`src/bps_pkg.sv`:
```
// Package with constants and types of the buck protection and strap logic.
// Functional notes
// - Stop switching while over-temperature is indicated.
// - Low-side limit active blocks high-side turn-on.
// - Valley limit strap selects 4.6/6.2/6.8 A.
// - Accepted high-side limit ends on-time at once.
// - Ignore high-side limit during 108 ns blanking.
// - Count up on cycles with low-side limit.
// - Count down otherwise; saturate at 0000/1111.
// - Full count: both switches off, three soft-starts.
// - After hiccup wait, start fresh soft-start.
// - Hiccup protection active in every sub-phase of run.
// - Blocked or skipped turn-on counts as overload.
// - Rate strap selects 400/565/790 kHz.
// - Two voltage straps select nine output voltages.
// - Latch straps once after analog supply stabilises.
// - Each strap decodes as low, high or open.
package bps_pkg;

    // Clock and timing.
    localparam int unsigned CLK_PERIOD_NS = 10;
    localparam int unsigned CLK_HZ        = 100_000_000;
    localparam int unsigned BLANK_NS      = 108;
    localparam logic [3:0]  BLANK_CYC     =
        4'((BLANK_NS + CLK_PERIOD_NS - 1) / CLK_PERIOD_NS);

    // Switching rates in kHz and their periods in clock cycles.
    localparam logic [9:0] RATE_OPEN_KHZ = 10'd400;
    localparam logic [9:0] RATE_LOW_KHZ  = 10'd565;
    localparam logic [9:0] RATE_HIGH_KHZ = 10'd790;
    localparam logic [8:0] PER_OPEN = 9'(CLK_HZ / (400 * 1000));
    localparam logic [8:0] PER_LOW  = 9'(CLK_HZ / (565 * 1000));
    localparam logic [8:0] PER_HIGH = 9'(CLK_HZ / (790 * 1000));

    // Valley limit levels in units of 0.1 A.
    localparam logic [6:0] LIM_LOW_DA  = 7'd46;
    localparam logic [6:0] LIM_HIGH_DA = 7'd62;
    localparam logic [6:0] LIM_OPEN_DA = 7'd68;

    // Output voltages in mV.
    localparam logic [11:0] MV_3300 = 12'd3300;
    localparam logic [11:0] MV_2500 = 12'd2500;
    localparam logic [11:0] MV_1800 = 12'd1800;
    localparam logic [11:0] MV_1500 = 12'd1500;
    localparam logic [11:0] MV_1200 = 12'd1200;
    localparam logic [11:0] MV_1000 = 12'd1000;
    localparam logic [11:0] MV_900  = 12'd900;
    localparam logic [11:0] MV_800  = 12'd800;
    localparam logic [11:0] MV_700  = 12'd700;

    // Overload counter and hiccup wait.
    localparam logic [3:0] CNT_FULL = 4'hF;
    localparam logic [3:0] CNT_ZERO = 4'h0;
    localparam int unsigned HW_W    = 20;

    // Register offsets.
    localparam logic [4:0] REG_STATUS = 5'h00;
    localparam logic [4:0] REG_MASK   = 5'h04;
    localparam logic [4:0] REG_CTRL   = 5'h08;
    localparam logic [4:0] REG_CONFIG = 5'h0C;
    localparam logic [4:0] REG_STATE  = 5'h10;

    // Status and mask bit positions, and reset values.
    localparam int unsigned EV_OT    = 0;
    localparam int unsigned EV_HICC  = 1;
    localparam int unsigned EV_TRUNC = 2;
    localparam int unsigned EV_SKIP  = 3;
    localparam logic [3:0]  MASK_RST = 4'h0;
    localparam logic        RUN_RST  = 1'b1;
    localparam int unsigned CTRL_RUN = 0;

    // Config and state readback field positions.
    localparam int unsigned CF_MV   = 0;
    localparam int unsigned CF_KHZ  = 12;
    localparam int unsigned CF_LIM  = 22;
    localparam int unsigned SR_CNT  = 0;
    localparam int unsigned SR_PH   = 4;
    localparam int unsigned SR_HS   = 6;
    localparam int unsigned SR_LS   = 7;
    localparam int unsigned SR_VAL  = 8;

    // Decoded strap level.
    typedef enum logic [1:0] {STRAP_LOW, STRAP_HIGH, STRAP_OPEN} bps_strap_e;

    // Operating phase.
    typedef enum logic [1:0] {PH_IDLE, PH_RUN, PH_HICCUP} bps_phase_e;

    // Strap pin sensed with pull-up and with pull-down.
    typedef struct packed {
        logic pu;
        logic pd;
    } bps_sense_s;

    // All inputs arriving from outside the clock domain.
    typedef struct packed {
        logic       analog_ok;
        logic       over_temp;
        logic       ls_valley_limit_strap;
        logic       hs_valley_limit_strap;
        logic       pwm_req;
        bps_sense_s vout_strap_hi;
        bps_sense_s vout_strap_lo;
        bps_sense_s switch_rate_strap;
        bps_sense_s valley_limit_strap;
    } bps_pins_s;

    // Latched configuration.
    typedef struct packed {
        logic [11:0] vout_mv;
        logic [9:0]  rate_khz;
        logic [6:0]  limit_da;
        logic [8:0]  period;
    } bps_cfg_s;

    // Register port request.
    typedef struct packed {
        logic [4:0]  addr;
        logic [31:0] wdata;
        logic        wr;
        logic        rd;
    } bps_bus_s;

endpackage

```
`src/bps_sync.sv`:
```
// Three-stage synchroniser with agreement filter for all pin inputs.
`timescale 1ns/1ps
module bps_sync (
    // Clock and reset.
    input  wire logic               clk,
    input  wire logic               resetn,
    // Raw and filtered pins.
    input  wire bps_pkg::bps_pins_s pin_in,
    output bps_pkg::bps_pins_s      pin_out
);
    import bps_pkg::*;

    // Stage registers and the accepted value.
    typedef struct packed {
        bps_pins_s s1;
        bps_pins_s s2;
        bps_pins_s s3;
        bps_pins_s q;
    } bps_sync_s;

    bps_sync_s st_r;   // Registered state.
    bps_sync_s st_nxt; // Next state.

    // A bit is accepted only where stages two and three agree.
    always_comb begin
        st_nxt    = st_r;
        st_nxt.s1 = pin_in;
        st_nxt.s2 = st_r.s1;
        st_nxt.s3 = st_r.s2;
        st_nxt.q  = (st_r.s2 & ~(st_r.s2 ^ st_r.s3)) | (st_r.q & (st_r.s2 ^ st_r.s3));
    end

    // State register.
    always_ff @(posedge clk or negedge resetn) begin
        if (!resetn) begin
            st_r <= '0;
        end else begin
            st_r <= st_nxt;
        end
    end

    assign pin_out = st_r.q;
endmodule

```
`src/bps_sat_counter.sv`:
```
// Saturating 4-bit up/down overload counter.
`timescale 1ns/1ps
module bps_sat_counter (
    // Clock and reset.
    input  wire logic       clk,
    input  wire logic       resetn,
    // Control.
    input  wire logic       tick,
    input  wire logic       up,
    input  wire logic       clr,
    // Count.
    output logic [3:0]      count,
    output logic            full
);
    import bps_pkg::*;

    // Counter state.
    typedef struct packed {
        logic [3:0] cnt;
    } bps_cnt_s;

    bps_cnt_s st_r;   // Registered state.
    bps_cnt_s st_nxt; // Next state.

    // Clear wins; otherwise a tick steps up or down without wrapping.
    always_comb begin
        st_nxt = st_r;
        if (clr) begin
            st_nxt.cnt = CNT_ZERO;
        end else if (tick && up) begin
            if (st_r.cnt != CNT_FULL) begin
                st_nxt.cnt = st_r.cnt + 4'h1;
            end
        end else if (tick) begin
            if (st_r.cnt != CNT_ZERO) begin
                st_nxt.cnt = st_r.cnt - 4'h1;
            end
        end
    end

    // State register.
    always_ff @(posedge clk or negedge resetn) begin
        if (!resetn) begin
            st_r <= '0;
        end else begin
            st_r <= st_nxt;
        end
    end

    assign count = st_r.cnt;
    assign full  = (st_r.cnt == CNT_FULL);
endmodule

```
`src/bps_top.sv`:
```
// Protection, strap decoding and switch gating of the step-down controller.
`timescale 1ns/1ps
module bps_top #(
    // Soft-start duration in microseconds.
    parameter int unsigned SS_TIME_US = 2000
) (
    // Clock and reset.
    input  wire logic               clk,
    input  wire logic               resetn,
    // Analog indications and straps.
    input  wire bps_pkg::bps_pins_s pins,
    // Register port.
    input  wire bps_pkg::bps_bus_s  bus,
    output logic [31:0]             rdata,
    // Power switch drivers and soft-start restart.
    output logic                    hs_gate,
    output logic                    ls_gate,
    output logic                    ss_restart,
    // Latched configuration.
    output logic                    cfg_valid,
    output bps_pkg::bps_cfg_s       cfg,
    // Interrupt.
    output logic                    irq
);
    import bps_pkg::*;

    // Hiccup wait: three soft-start durations in clock cycles.
    localparam int unsigned HICC_CYC = 3 * SS_TIME_US * 1000 / CLK_PERIOD_NS;
    localparam logic [HW_W-1:0] HICC_LOAD = HW_W'(HICC_CYC - 1);

    // Complete block state.
    typedef struct packed {
        bps_phase_e     phase;    // Operating phase.
        logic           valid;    // Straps latched.
        bps_cfg_s       cfg;      // Latched configuration.
        logic [8:0]     per;      // Switching period down-counter.
        logic           wait_on;  // Cycle still owes a turn-on.
        logic           blocked;  // Turn-on demand held back.
        logic           ls_seen;  // Low-side limit this cycle.
        logic           hs;       // High-side gate.
        logic           ls;       // Low-side gate.
        logic [3:0]     blank;    // Blanking down-counter.
        logic           inh;      // Delivery inhibited.
        logic [HW_W-1:0] hwait;   // Hiccup wait counter.
        logic           ss_pulse; // Soft-start request.
        logic [3:0]     status;   // Sticky events.
        logic [3:0]     mask;     // Interrupt mask.
        logic           run;      // Software run enable.
        logic [31:0]    rdata;    // Read data.
        logic           irq;      // Interrupt output.
    } bps_top_s;

    bps_top_s  st_r;    // Registered state.
    bps_top_s  st_nxt;  // Next state.
    bps_pins_s p;       // Synchronised pins.
    logic [3:0] cnt;    // Overload count.
    logic      cnt_full; // Counter at 1111.
    logic      cnt_tick; // Switching cycle boundary.
    logic      cnt_up;   // Overload seen in the cycle.
    logic      cnt_clr;  // Clear for retry or idle.
    logic [3:0] ev;      // Events of this cycle.

    // Decodes one strap from its pull-up and pull-down readings.
    function automatic bps_strap_e strap_dec(input bps_sense_s s);
        bps_strap_e r;
        r = STRAP_OPEN;
        if (s.pu && s.pd) begin
            r = STRAP_HIGH;
        end else if (!s.pu && !s.pd) begin
            r = STRAP_LOW;
        end
        return r;
    endfunction

    // Output voltage from the upper and lower voltage straps.
    function automatic logic [11:0] vout_dec(input bps_strap_e hi,
                                             input bps_strap_e lo);
        logic [11:0] v;
        v = MV_700;
        case ({hi, lo})
            {STRAP_LOW, STRAP_LOW}:   v = MV_3300;
            {STRAP_LOW, STRAP_HIGH}:  v = MV_2500;
            {STRAP_HIGH, STRAP_LOW}:  v = MV_1800;
            {STRAP_HIGH, STRAP_HIGH}: v = MV_1500;
            {STRAP_LOW, STRAP_OPEN}:  v = MV_1200;
            {STRAP_OPEN, STRAP_LOW}:  v = MV_1000;
            {STRAP_HIGH, STRAP_OPEN}: v = MV_900;
            {STRAP_OPEN, STRAP_HIGH}: v = MV_800;
            default:                  v = MV_700;
        endcase
        return v;
    endfunction

    // Full configuration from the synchronised straps.
    function automatic bps_cfg_s cfg_dec(input bps_pins_s q);
        bps_cfg_s c;
        c.vout_mv = vout_dec(strap_dec(q.vout_strap_hi),
                             strap_dec(q.vout_strap_lo));
        case (strap_dec(q.switch_rate_strap))
            STRAP_LOW: begin
                c.rate_khz = RATE_LOW_KHZ;
                c.period   = PER_LOW;
            end
            STRAP_HIGH: begin
                c.rate_khz = RATE_HIGH_KHZ;
                c.period   = PER_HIGH;
            end
            default: begin
                c.rate_khz = RATE_OPEN_KHZ;
                c.period   = PER_OPEN;
            end
        endcase
        case (strap_dec(q.valley_limit_strap))
            STRAP_LOW:  c.limit_da = LIM_LOW_DA;
            STRAP_HIGH: c.limit_da = LIM_HIGH_DA;
            default:    c.limit_da = LIM_OPEN_DA;
        endcase
        return c;
    endfunction

    // Every pin passes the three-stage filter before use.
    bps_sync u_sync (
        .clk     (clk),
        .resetn  (resetn),
        .pin_in  (pins),
        .pin_out (p)
    );

    // Overload integrator shared by all phases.
    bps_sat_counter u_cnt (
        .clk    (clk),
        .resetn (resetn),
        .tick   (cnt_tick),
        .up     (cnt_up),
        .clr    (cnt_clr),
        .count  (cnt),
        .full   (cnt_full)
    );

    // Next-state logic for phases, gating, registers and interrupt.
    always_comb begin
        st_nxt          = st_r;
        st_nxt.ss_pulse = 1'b0;
        ev              = 4'h0;
        cnt_tick        = 1'b0;
        cnt_up          = 1'b0;
        cnt_clr         = 1'b0;

        // Switching period runs once straps are latched.
        if (st_r.valid) begin
            if (st_r.per == 9'h000) begin
                st_nxt.per = st_r.cfg.period - 9'h001;
            end else begin
                st_nxt.per = st_r.per - 9'h001;
            end
        end

        case (st_r.phase)
            PH_IDLE: begin
                // Switches stay off until the analog supply is up.
                st_nxt.hs = 1'b0;
                st_nxt.ls = 1'b0;
                cnt_clr   = 1'b1;
                if (p.analog_ok) begin
                    st_nxt.cfg      = cfg_dec(p);
                    st_nxt.valid    = 1'b1;
                    st_nxt.per      = 9'h000;
                    st_nxt.wait_on  = 1'b0;
                    st_nxt.phase    = PH_RUN;
                    st_nxt.ss_pulse = 1'b1;
                end
            end
            PH_RUN: begin
                // Counting runs here in every sub-phase.
                cnt_tick = (st_r.per == 9'h000);
                cnt_up   = st_r.ls_seen | st_r.blocked | p.ls_valley_limit_strap;
                if (p.ls_valley_limit_strap) begin
                    st_nxt.ls_seen = 1'b1;
                end
                st_nxt.inh = p.over_temp | ~st_r.run;
                if (p.over_temp && !st_r.inh) begin
                    ev[EV_OT] = 1'b1;
                end
                if (p.over_temp || !st_r.run) begin
                    // Both switches off while hot or disabled.
                    st_nxt.hs      = 1'b0;
                    st_nxt.ls      = 1'b0;
                    st_nxt.wait_on = 1'b0;
                end else if (st_r.inh) begin
                    // Restart with a soft-start once cool again.
                    st_nxt.ss_pulse = 1'b1;
                end else if (st_r.per == 9'h000) begin
                    // Cycle boundary is the off clock event.
                    st_nxt.hs      = 1'b0;
                    st_nxt.ls      = 1'b1;
                    st_nxt.wait_on = 1'b1;
                    if (st_r.blocked && st_r.wait_on) begin
                        ev[EV_SKIP] = 1'b1;
                    end
                end else if (st_r.wait_on && p.pwm_req) begin
                    if (p.ls_valley_limit_strap) begin
                        // Demand waits while valley current is high.
                        st_nxt.blocked = 1'b1;
                    end else begin
                        st_nxt.hs      = 1'b1;
                        st_nxt.ls      = 1'b0;
                        st_nxt.wait_on = 1'b0;
                        st_nxt.blank   = BLANK_CYC;
                    end
                end else if (st_r.hs) begin
                    if (st_r.blank != 4'h0) begin
                        st_nxt.blank = st_r.blank - 4'h1;
                    end else if (p.hs_valley_limit_strap) begin
                        // Truncate the on time right away.
                        st_nxt.hs      = 1'b0;
                        st_nxt.ls      = 1'b1;
                        ev[EV_TRUNC] = 1'b1;
                    end
                end
                if (cnt_tick) begin
                    st_nxt.ls_seen = 1'b0;
                    st_nxt.blocked = 1'b0;
                end
                if (cnt_full) begin
                    // Full count: tri-state both switches.
                    st_nxt.hs      = 1'b0;
                    st_nxt.ls      = 1'b0;
                    st_nxt.hwait   = HICC_LOAD;
                    st_nxt.phase   = PH_HICCUP;
                    st_nxt.wait_on = 1'b0;
                    ev[EV_HICC]    = 1'b1;
                end
                if (!p.analog_ok) begin
                    st_nxt.phase = PH_IDLE;
                    st_nxt.valid = 1'b0;
                    st_nxt.hs    = 1'b0;
                    st_nxt.ls    = 1'b0;
                end
            end
            PH_HICCUP: begin
                // Wait three soft-starts with both switches off.
                st_nxt.hs      = 1'b0;
                st_nxt.ls      = 1'b0;
                st_nxt.ls_seen = 1'b0;
                st_nxt.blocked = 1'b0;
                if (st_r.hwait == '0) begin
                    cnt_clr         = 1'b1;
                    st_nxt.ss_pulse = 1'b1;
                    st_nxt.phase    = PH_RUN;
                end else begin
                    st_nxt.hwait = st_r.hwait - HW_W'(1);
                end
                if (!p.analog_ok) begin
                    st_nxt.phase = PH_IDLE;
                    st_nxt.valid = 1'b0;
                end
            end
            default: begin
                st_nxt.phase = PH_IDLE;
            end
        endcase

        // Register writes.
        if (bus.wr) begin
            case (bus.addr)
                REG_MASK: st_nxt.mask = bus.wdata[3:0];
                REG_CTRL: st_nxt.run  = bus.wdata[CTRL_RUN];
                default:  st_nxt.run  = st_r.run;
            endcase
        end

        // Register reads; a status read clears, new events win.
        st_nxt.rdata = 32'h0000_0000;
        st_nxt.status = st_r.status | ev;
        if (bus.rd) begin
            case (bus.addr)
                REG_STATUS: begin
                    st_nxt.rdata[3:0] = st_r.status;
                    st_nxt.status     = ev;
                end
                REG_MASK: st_nxt.rdata[3:0] = st_r.mask;
                REG_CTRL: st_nxt.rdata[CTRL_RUN] = st_r.run;
                REG_CONFIG: begin
                    st_nxt.rdata[CF_MV +: 12] = st_r.cfg.vout_mv;
                    st_nxt.rdata[CF_KHZ +: 10] = st_r.cfg.rate_khz;
                    st_nxt.rdata[CF_LIM +: 7]  = st_r.cfg.limit_da;
                end
                REG_STATE: begin
                    st_nxt.rdata[SR_CNT +: 4] = cnt;
                    st_nxt.rdata[SR_PH +: 2]  = st_r.phase;
                    st_nxt.rdata[SR_HS]       = st_r.hs;
                    st_nxt.rdata[SR_LS]       = st_r.ls;
                    st_nxt.rdata[SR_VAL]      = st_r.valid;
                end
                default: st_nxt.rdata = 32'h0000_0000;
            endcase
        end

        // Level interrupt from unmasked sticky bits.
        st_nxt.irq = |(st_nxt.status & st_nxt.mask);
    end

    // State register with defined reset values.
    always_ff @(posedge clk or negedge resetn) begin
        if (!resetn) begin
            st_r       <= '0;
            st_r.phase <= PH_IDLE;
            st_r.mask  <= MASK_RST;
            st_r.run   <= RUN_RST;
        end else begin
            st_r <= st_nxt;
        end
    end

    // Outputs straight from flip-flops.
    assign hs_gate    = st_r.hs;
    assign ls_gate    = st_r.ls;
    assign ss_restart = st_r.ss_pulse;
    assign cfg_valid  = st_r.valid;
    assign cfg        = st_r.cfg;
    assign irq        = st_r.irq;
    assign rdata      = st_r.rdata;
endmodule

```
`config.mk`:
```
export PLATFORM = sky130hd
export DESIGN_NAME = bps_top
export DESIGN_NICKNAME = d
export VERILOG_FILES = /design/src/bps_pkg.sv /design/src/bps_sync.sv /design/src/bps_sat_counter.sv /design/src/bps_top.sv
export SDC_FILE = /design/constraint.sdc
export NUM_CORES = 1
export LEC_CHECK = 0
export BUFFER_PORTS_ARGS = -buffer_cell sky130_fd_sc_hd__buf_2
export CAP_MARGIN = 20
export CORE_MARGIN = 3
export CORE_UTILIZATION = 30
export DETAILED_ROUTE_END_ITERATION = 7
export PLACE_DENSITY = 0.52
export SLEW_MARGIN = 20
export SYNTH_ARGS = -nofsm -noshare
export SYNTH_HDL_FRONTEND = slang
export SYNTH_SLANG_ARGS = --single-unit
```
`constraint.sdc`:
```
create_clock -name clk -period 6.9 [get_ports clk]
set_clock_uncertainty 0.1 [all_clocks]
set_input_delay 0.69 -clock clk [delete_from_list [all_inputs] [get_ports clk]]
set_output_delay 0.69 -clock clk [all_outputs]
set_load 0.01 [all_outputs]
```
==> reports/results.ini <==
[yosys]
synth_top_family_by_area = simple AND/OR/NAND/NOR gates
synth-seq-cells = 150
avgSynthCellArea_um2 = 10.6
synth_compound_area_share_pct = 12.4
syn_area_um2 = 7080
synth-xor-area-share_pct = 1.36
synthCells = 669
ys.flop_type = dfrtp_1
synth_simple_gate_area_share_pct = 15.6
seq_area_frac_synth_pct = 53.0
ys_async_sr_fraction_pct = 100
ys_warn_count = 0
synth_enable_flop_cells = 0
netlist-cell-type-count = 68
synthAdderAreaFrac_pct = 5.79
synth.area.mux_share_pct = 1.94

[cts]
htreeDepth = 4
clkTransAtPathRegs_ns = 0.07
clockBufferDepth = 2
cts_buffers = 17
ctsHoldBuffers = 0
cts_setup_buffers = 0
cts_sinks = 150
clk_latency_ns = 0.42
cts_tree = yes
post_cts_resized = 0
clock-root-buffer = clkbuf_16

[critical_path]
crit_buf_inv = 0
slowest_stage = or4_1
critPathKind = reg -> reg
crit_path_max_fanout = 6
path_cells = or4_1, nor2_1, nand4_1, ha_1, a21o_1, a21oi_1, xor2_1, or4_1, o21ai_0
end_kind = flop
crit_family = simple AND/OR/NAND/NOR gates
cp.required_ns = 7.13
slowest_delay_ns = 0.65
start_kind = flop
arrival_ns = 3.21
cp_common_cell = or4_1

[detailed_routing]
drc = 0
dr.pass1.iters = 4
postRouteAntennaNets = 0
vias = 4749
routed_wirelength_um = 14600
routed_via_density = 4.64
dr.first_iter.drc_count = 273
wl_per_cell_um = 14.2

[layout]
nNetsFinal = 773
finish.utilization_pct = 34.9
area_growth_pct = 12.8
diodes = 0
drive_above_1_share_pct = 19.8
fillers = 2326
multiInputGateArea_um2 = 2680
seq_area_um2 = 3750

[sta]
fin_ws_ns = 3.92
timing.final.hold_violations = 0
fin_crit_sh_pct = 43.2
period_minus_slack_ns = 2.98
rsz0062_at_grt = no
setup_viol = 0
max_freq_mhz = 336
worstMarginPinSlew_ns = 1.02
slew_headroom_pct = 32.1
fin_tns_setup_ns = 0
finalMaxSlewViolations = 0

[global_route]
track_usage_pct = 11.8
antenna_found_initial = 0
grt_max_degree = 99
grt_pass1_vias = 4707
overflow = 0
grt_pass1_wl_um = 24500

[floorplan]
dieArea_um2 = 25500
ios = 129
start_util_pct = 30.9
core_um2 = 22900
die-height_um = 160
die_w_um = 160
rows = 55

[outcome]
status = complete, no violations

[min_path]
min_path_type = reg -> reg

[power_and_ir_drop]
p_per_area_nw_per_um2 = 357
ir_drop_mv = 0.140
p_leak_uw = 0.00363

[place]
port-buffer-count = 87
gp_congestion = 0.786
dpl_worst_slack_ns = 3.93
hpwl_um = 10100

[job]
cap_violations = 0

worst reg2reg max path: cells and delay by family (launching register included):
kind / cells / cell delay, ns
simple gates: 4 / 1.50
flops: 1 / 0.43
compound gates: 3 / 0.42
fa+ha+maj: 1 / 0.35
xor+xnor: 1 / 0.10
worst paths after layout:
kind	start	endpoint	cells after the start	slack [ns]
worst max-delay path	st_r[81]$_DFF_PN0_	u_cnt.count[3]$_DFFE_PN0P_	9	3.92
worst min-delay path	u_sync.st_nxt[28]$_DFF_PN0_	u_sync.st_nxt[15]$_DFF_PN0_	0	0.24
worst max register to register	st_r[81]$_DFF_PN0_	u_cnt.count[3]$_DFFE_PN0P_	9	3.92
worst min register to register	u_sync.st_nxt[28]$_DFF_PN0_	u_sync.st_nxt[15]$_DFF_PN0_	0	0.24
max in group asynchronous	resetn	u_cnt.count[1]$_DFFE_PN0P_	2	5.22
min in group asynchronous	resetn	u_sync.st_nxt[34]$_DFF_PN0_	1	0.26
flip-flops by register name, summed over array words and instances, names as in the netlist, named ones only:
register and count:
irq 1, u_cnt.count 4, hs_gate 1, cfg 20, ls_gate 1, u_sync.st_nxt 26, cfg_valid 1, rdata 21
ss_restart 1, u_sync.st_r 13, st_r 48
cell type report:
class | instances | share of cell area, %
Tap cell | 313 | 4.90
Timing Repair Buffer | 88 | 5.62
Clock inverter | 14 | 2.55
Inverter | 22 | 1.03
Multi-Input combinational cell | 419 | 33.6
Sequential cell | 150 | 47.0
Clock buffer | 18 | 5.37
layer usage:
layer  share of wire (%)  wire length (um)  up-vias  GRT usage (%)
met1                  49              7160     2292           16.3
met4                0.86               125        0           3.22
li1                    -                 -     2355              -
met2                  46              6720       93           18.4
met3                 3.9               567        9           3.22
met5                   0                 0        -              0
metrics by stage:
step | instance area [um^2] | total power (uW) | hold slack (ns) | std cells
floorplan | 7130 | 1710 | 0.231 | 681
global placement | 7360 | 1870 | 0.234 | 992
detailed placement | 7360 | 1880 | 0.236 | 992
CTS | 7990 | 2890 | 0.245 | 1024
global route | 7990 | 3040 | 0.238 | 1024
finish | 7990 | 2850 | 0.242 | 1024
power breakdown:
part / switching [uW] / internal, uW / total, uW
clock network: 405 / 588 / 993
logic: 446 / 256 / 702
registers: 144 / 1010 / 1160
cell usage in the layout, fill, tap and decap left out, types with 4 or more instances in the layout:
master     count
dfrtp_1      149
buf_2         86
nand2_1       61
nor2_1        41
o21ai_0       39
a21oi_1       29
inv_1         22
ha_1          20
nand3_1       17
clkbuf_16     17
and2_1        14
maj3_1        14
conb_1        13
nor3_1        10
a22o_1        10
or4_1          8
or3_1          8
o31ai_1        8
nor4_1         7
nand4_1        7
mux2i_1        7
xor2_1         7
nor2b_1        6
mux2_2         6
o211ai_1       6
or2_2          5
a31oi_1        5
a211oi_1       5
nand2b_1       5
xnor2_1        4
and3_1         4
inv_8          4
inv_6          4
Yosys cell counts (all sizes together) (2+ instances only):
cell / number / area [um^2]
dfrtp: 149 / 3730
buf: 71 / 531
nand2: 61 / 229
nor2: 42 / 158
o21ai: 40 / 200
a21oi: 30 / 154
inv: 22 / 82.6
ha: 20 / 250
clkbuf: 19 / 81.3
nand3: 17 / 85.1
and2: 14 / 87.6
maj3: 14 / 140
or4: 12 / 97.6
nor3: 11 / 60.1
a22o: 10 / 87.6
or3: 10 / 68.8
o31ai: 8 / 60.1
mux2i: 7 / 70.1
nand4: 7 / 43.8
nor4: 7 / 43.8
xor2: 7 / 61.3
mux2: 6 / 67.6
nor2b: 6 / 37.5
o211ai: 6 / 45.0
a211oi: 5 / 37.5
a31oi: 5 / 31.3
nand2b: 5 / 31.3
or2: 5 / 31.3
and3: 4 / 25.0
xnor2: 4 / 35.0
a21o: 3 / 22.5
a32o: 3 / 30.0
nor4b: 3 / 26.3
a2111o: 2 / 22.5
a221o: 2 / 20.0
a222oi: 2 / 20.0
and4: 2 / 17.5
nand3b: 2 / 15.0
nand4b: 2 / 17.5
nor3b: 2 / 15.0
o2111ai: 2 / 17.5
o21bai: 2 / 15.0
o41ai: 2 / 17.5
logic make-up after synthesis:
kind of cell,after synthesis
xor+xnor,11
flops,150
compound gates,133
fa+ha+maj,35
buf+inv,112
other cells,1
simple gates,214
mux,13
(Power assumes the default switching activity.)
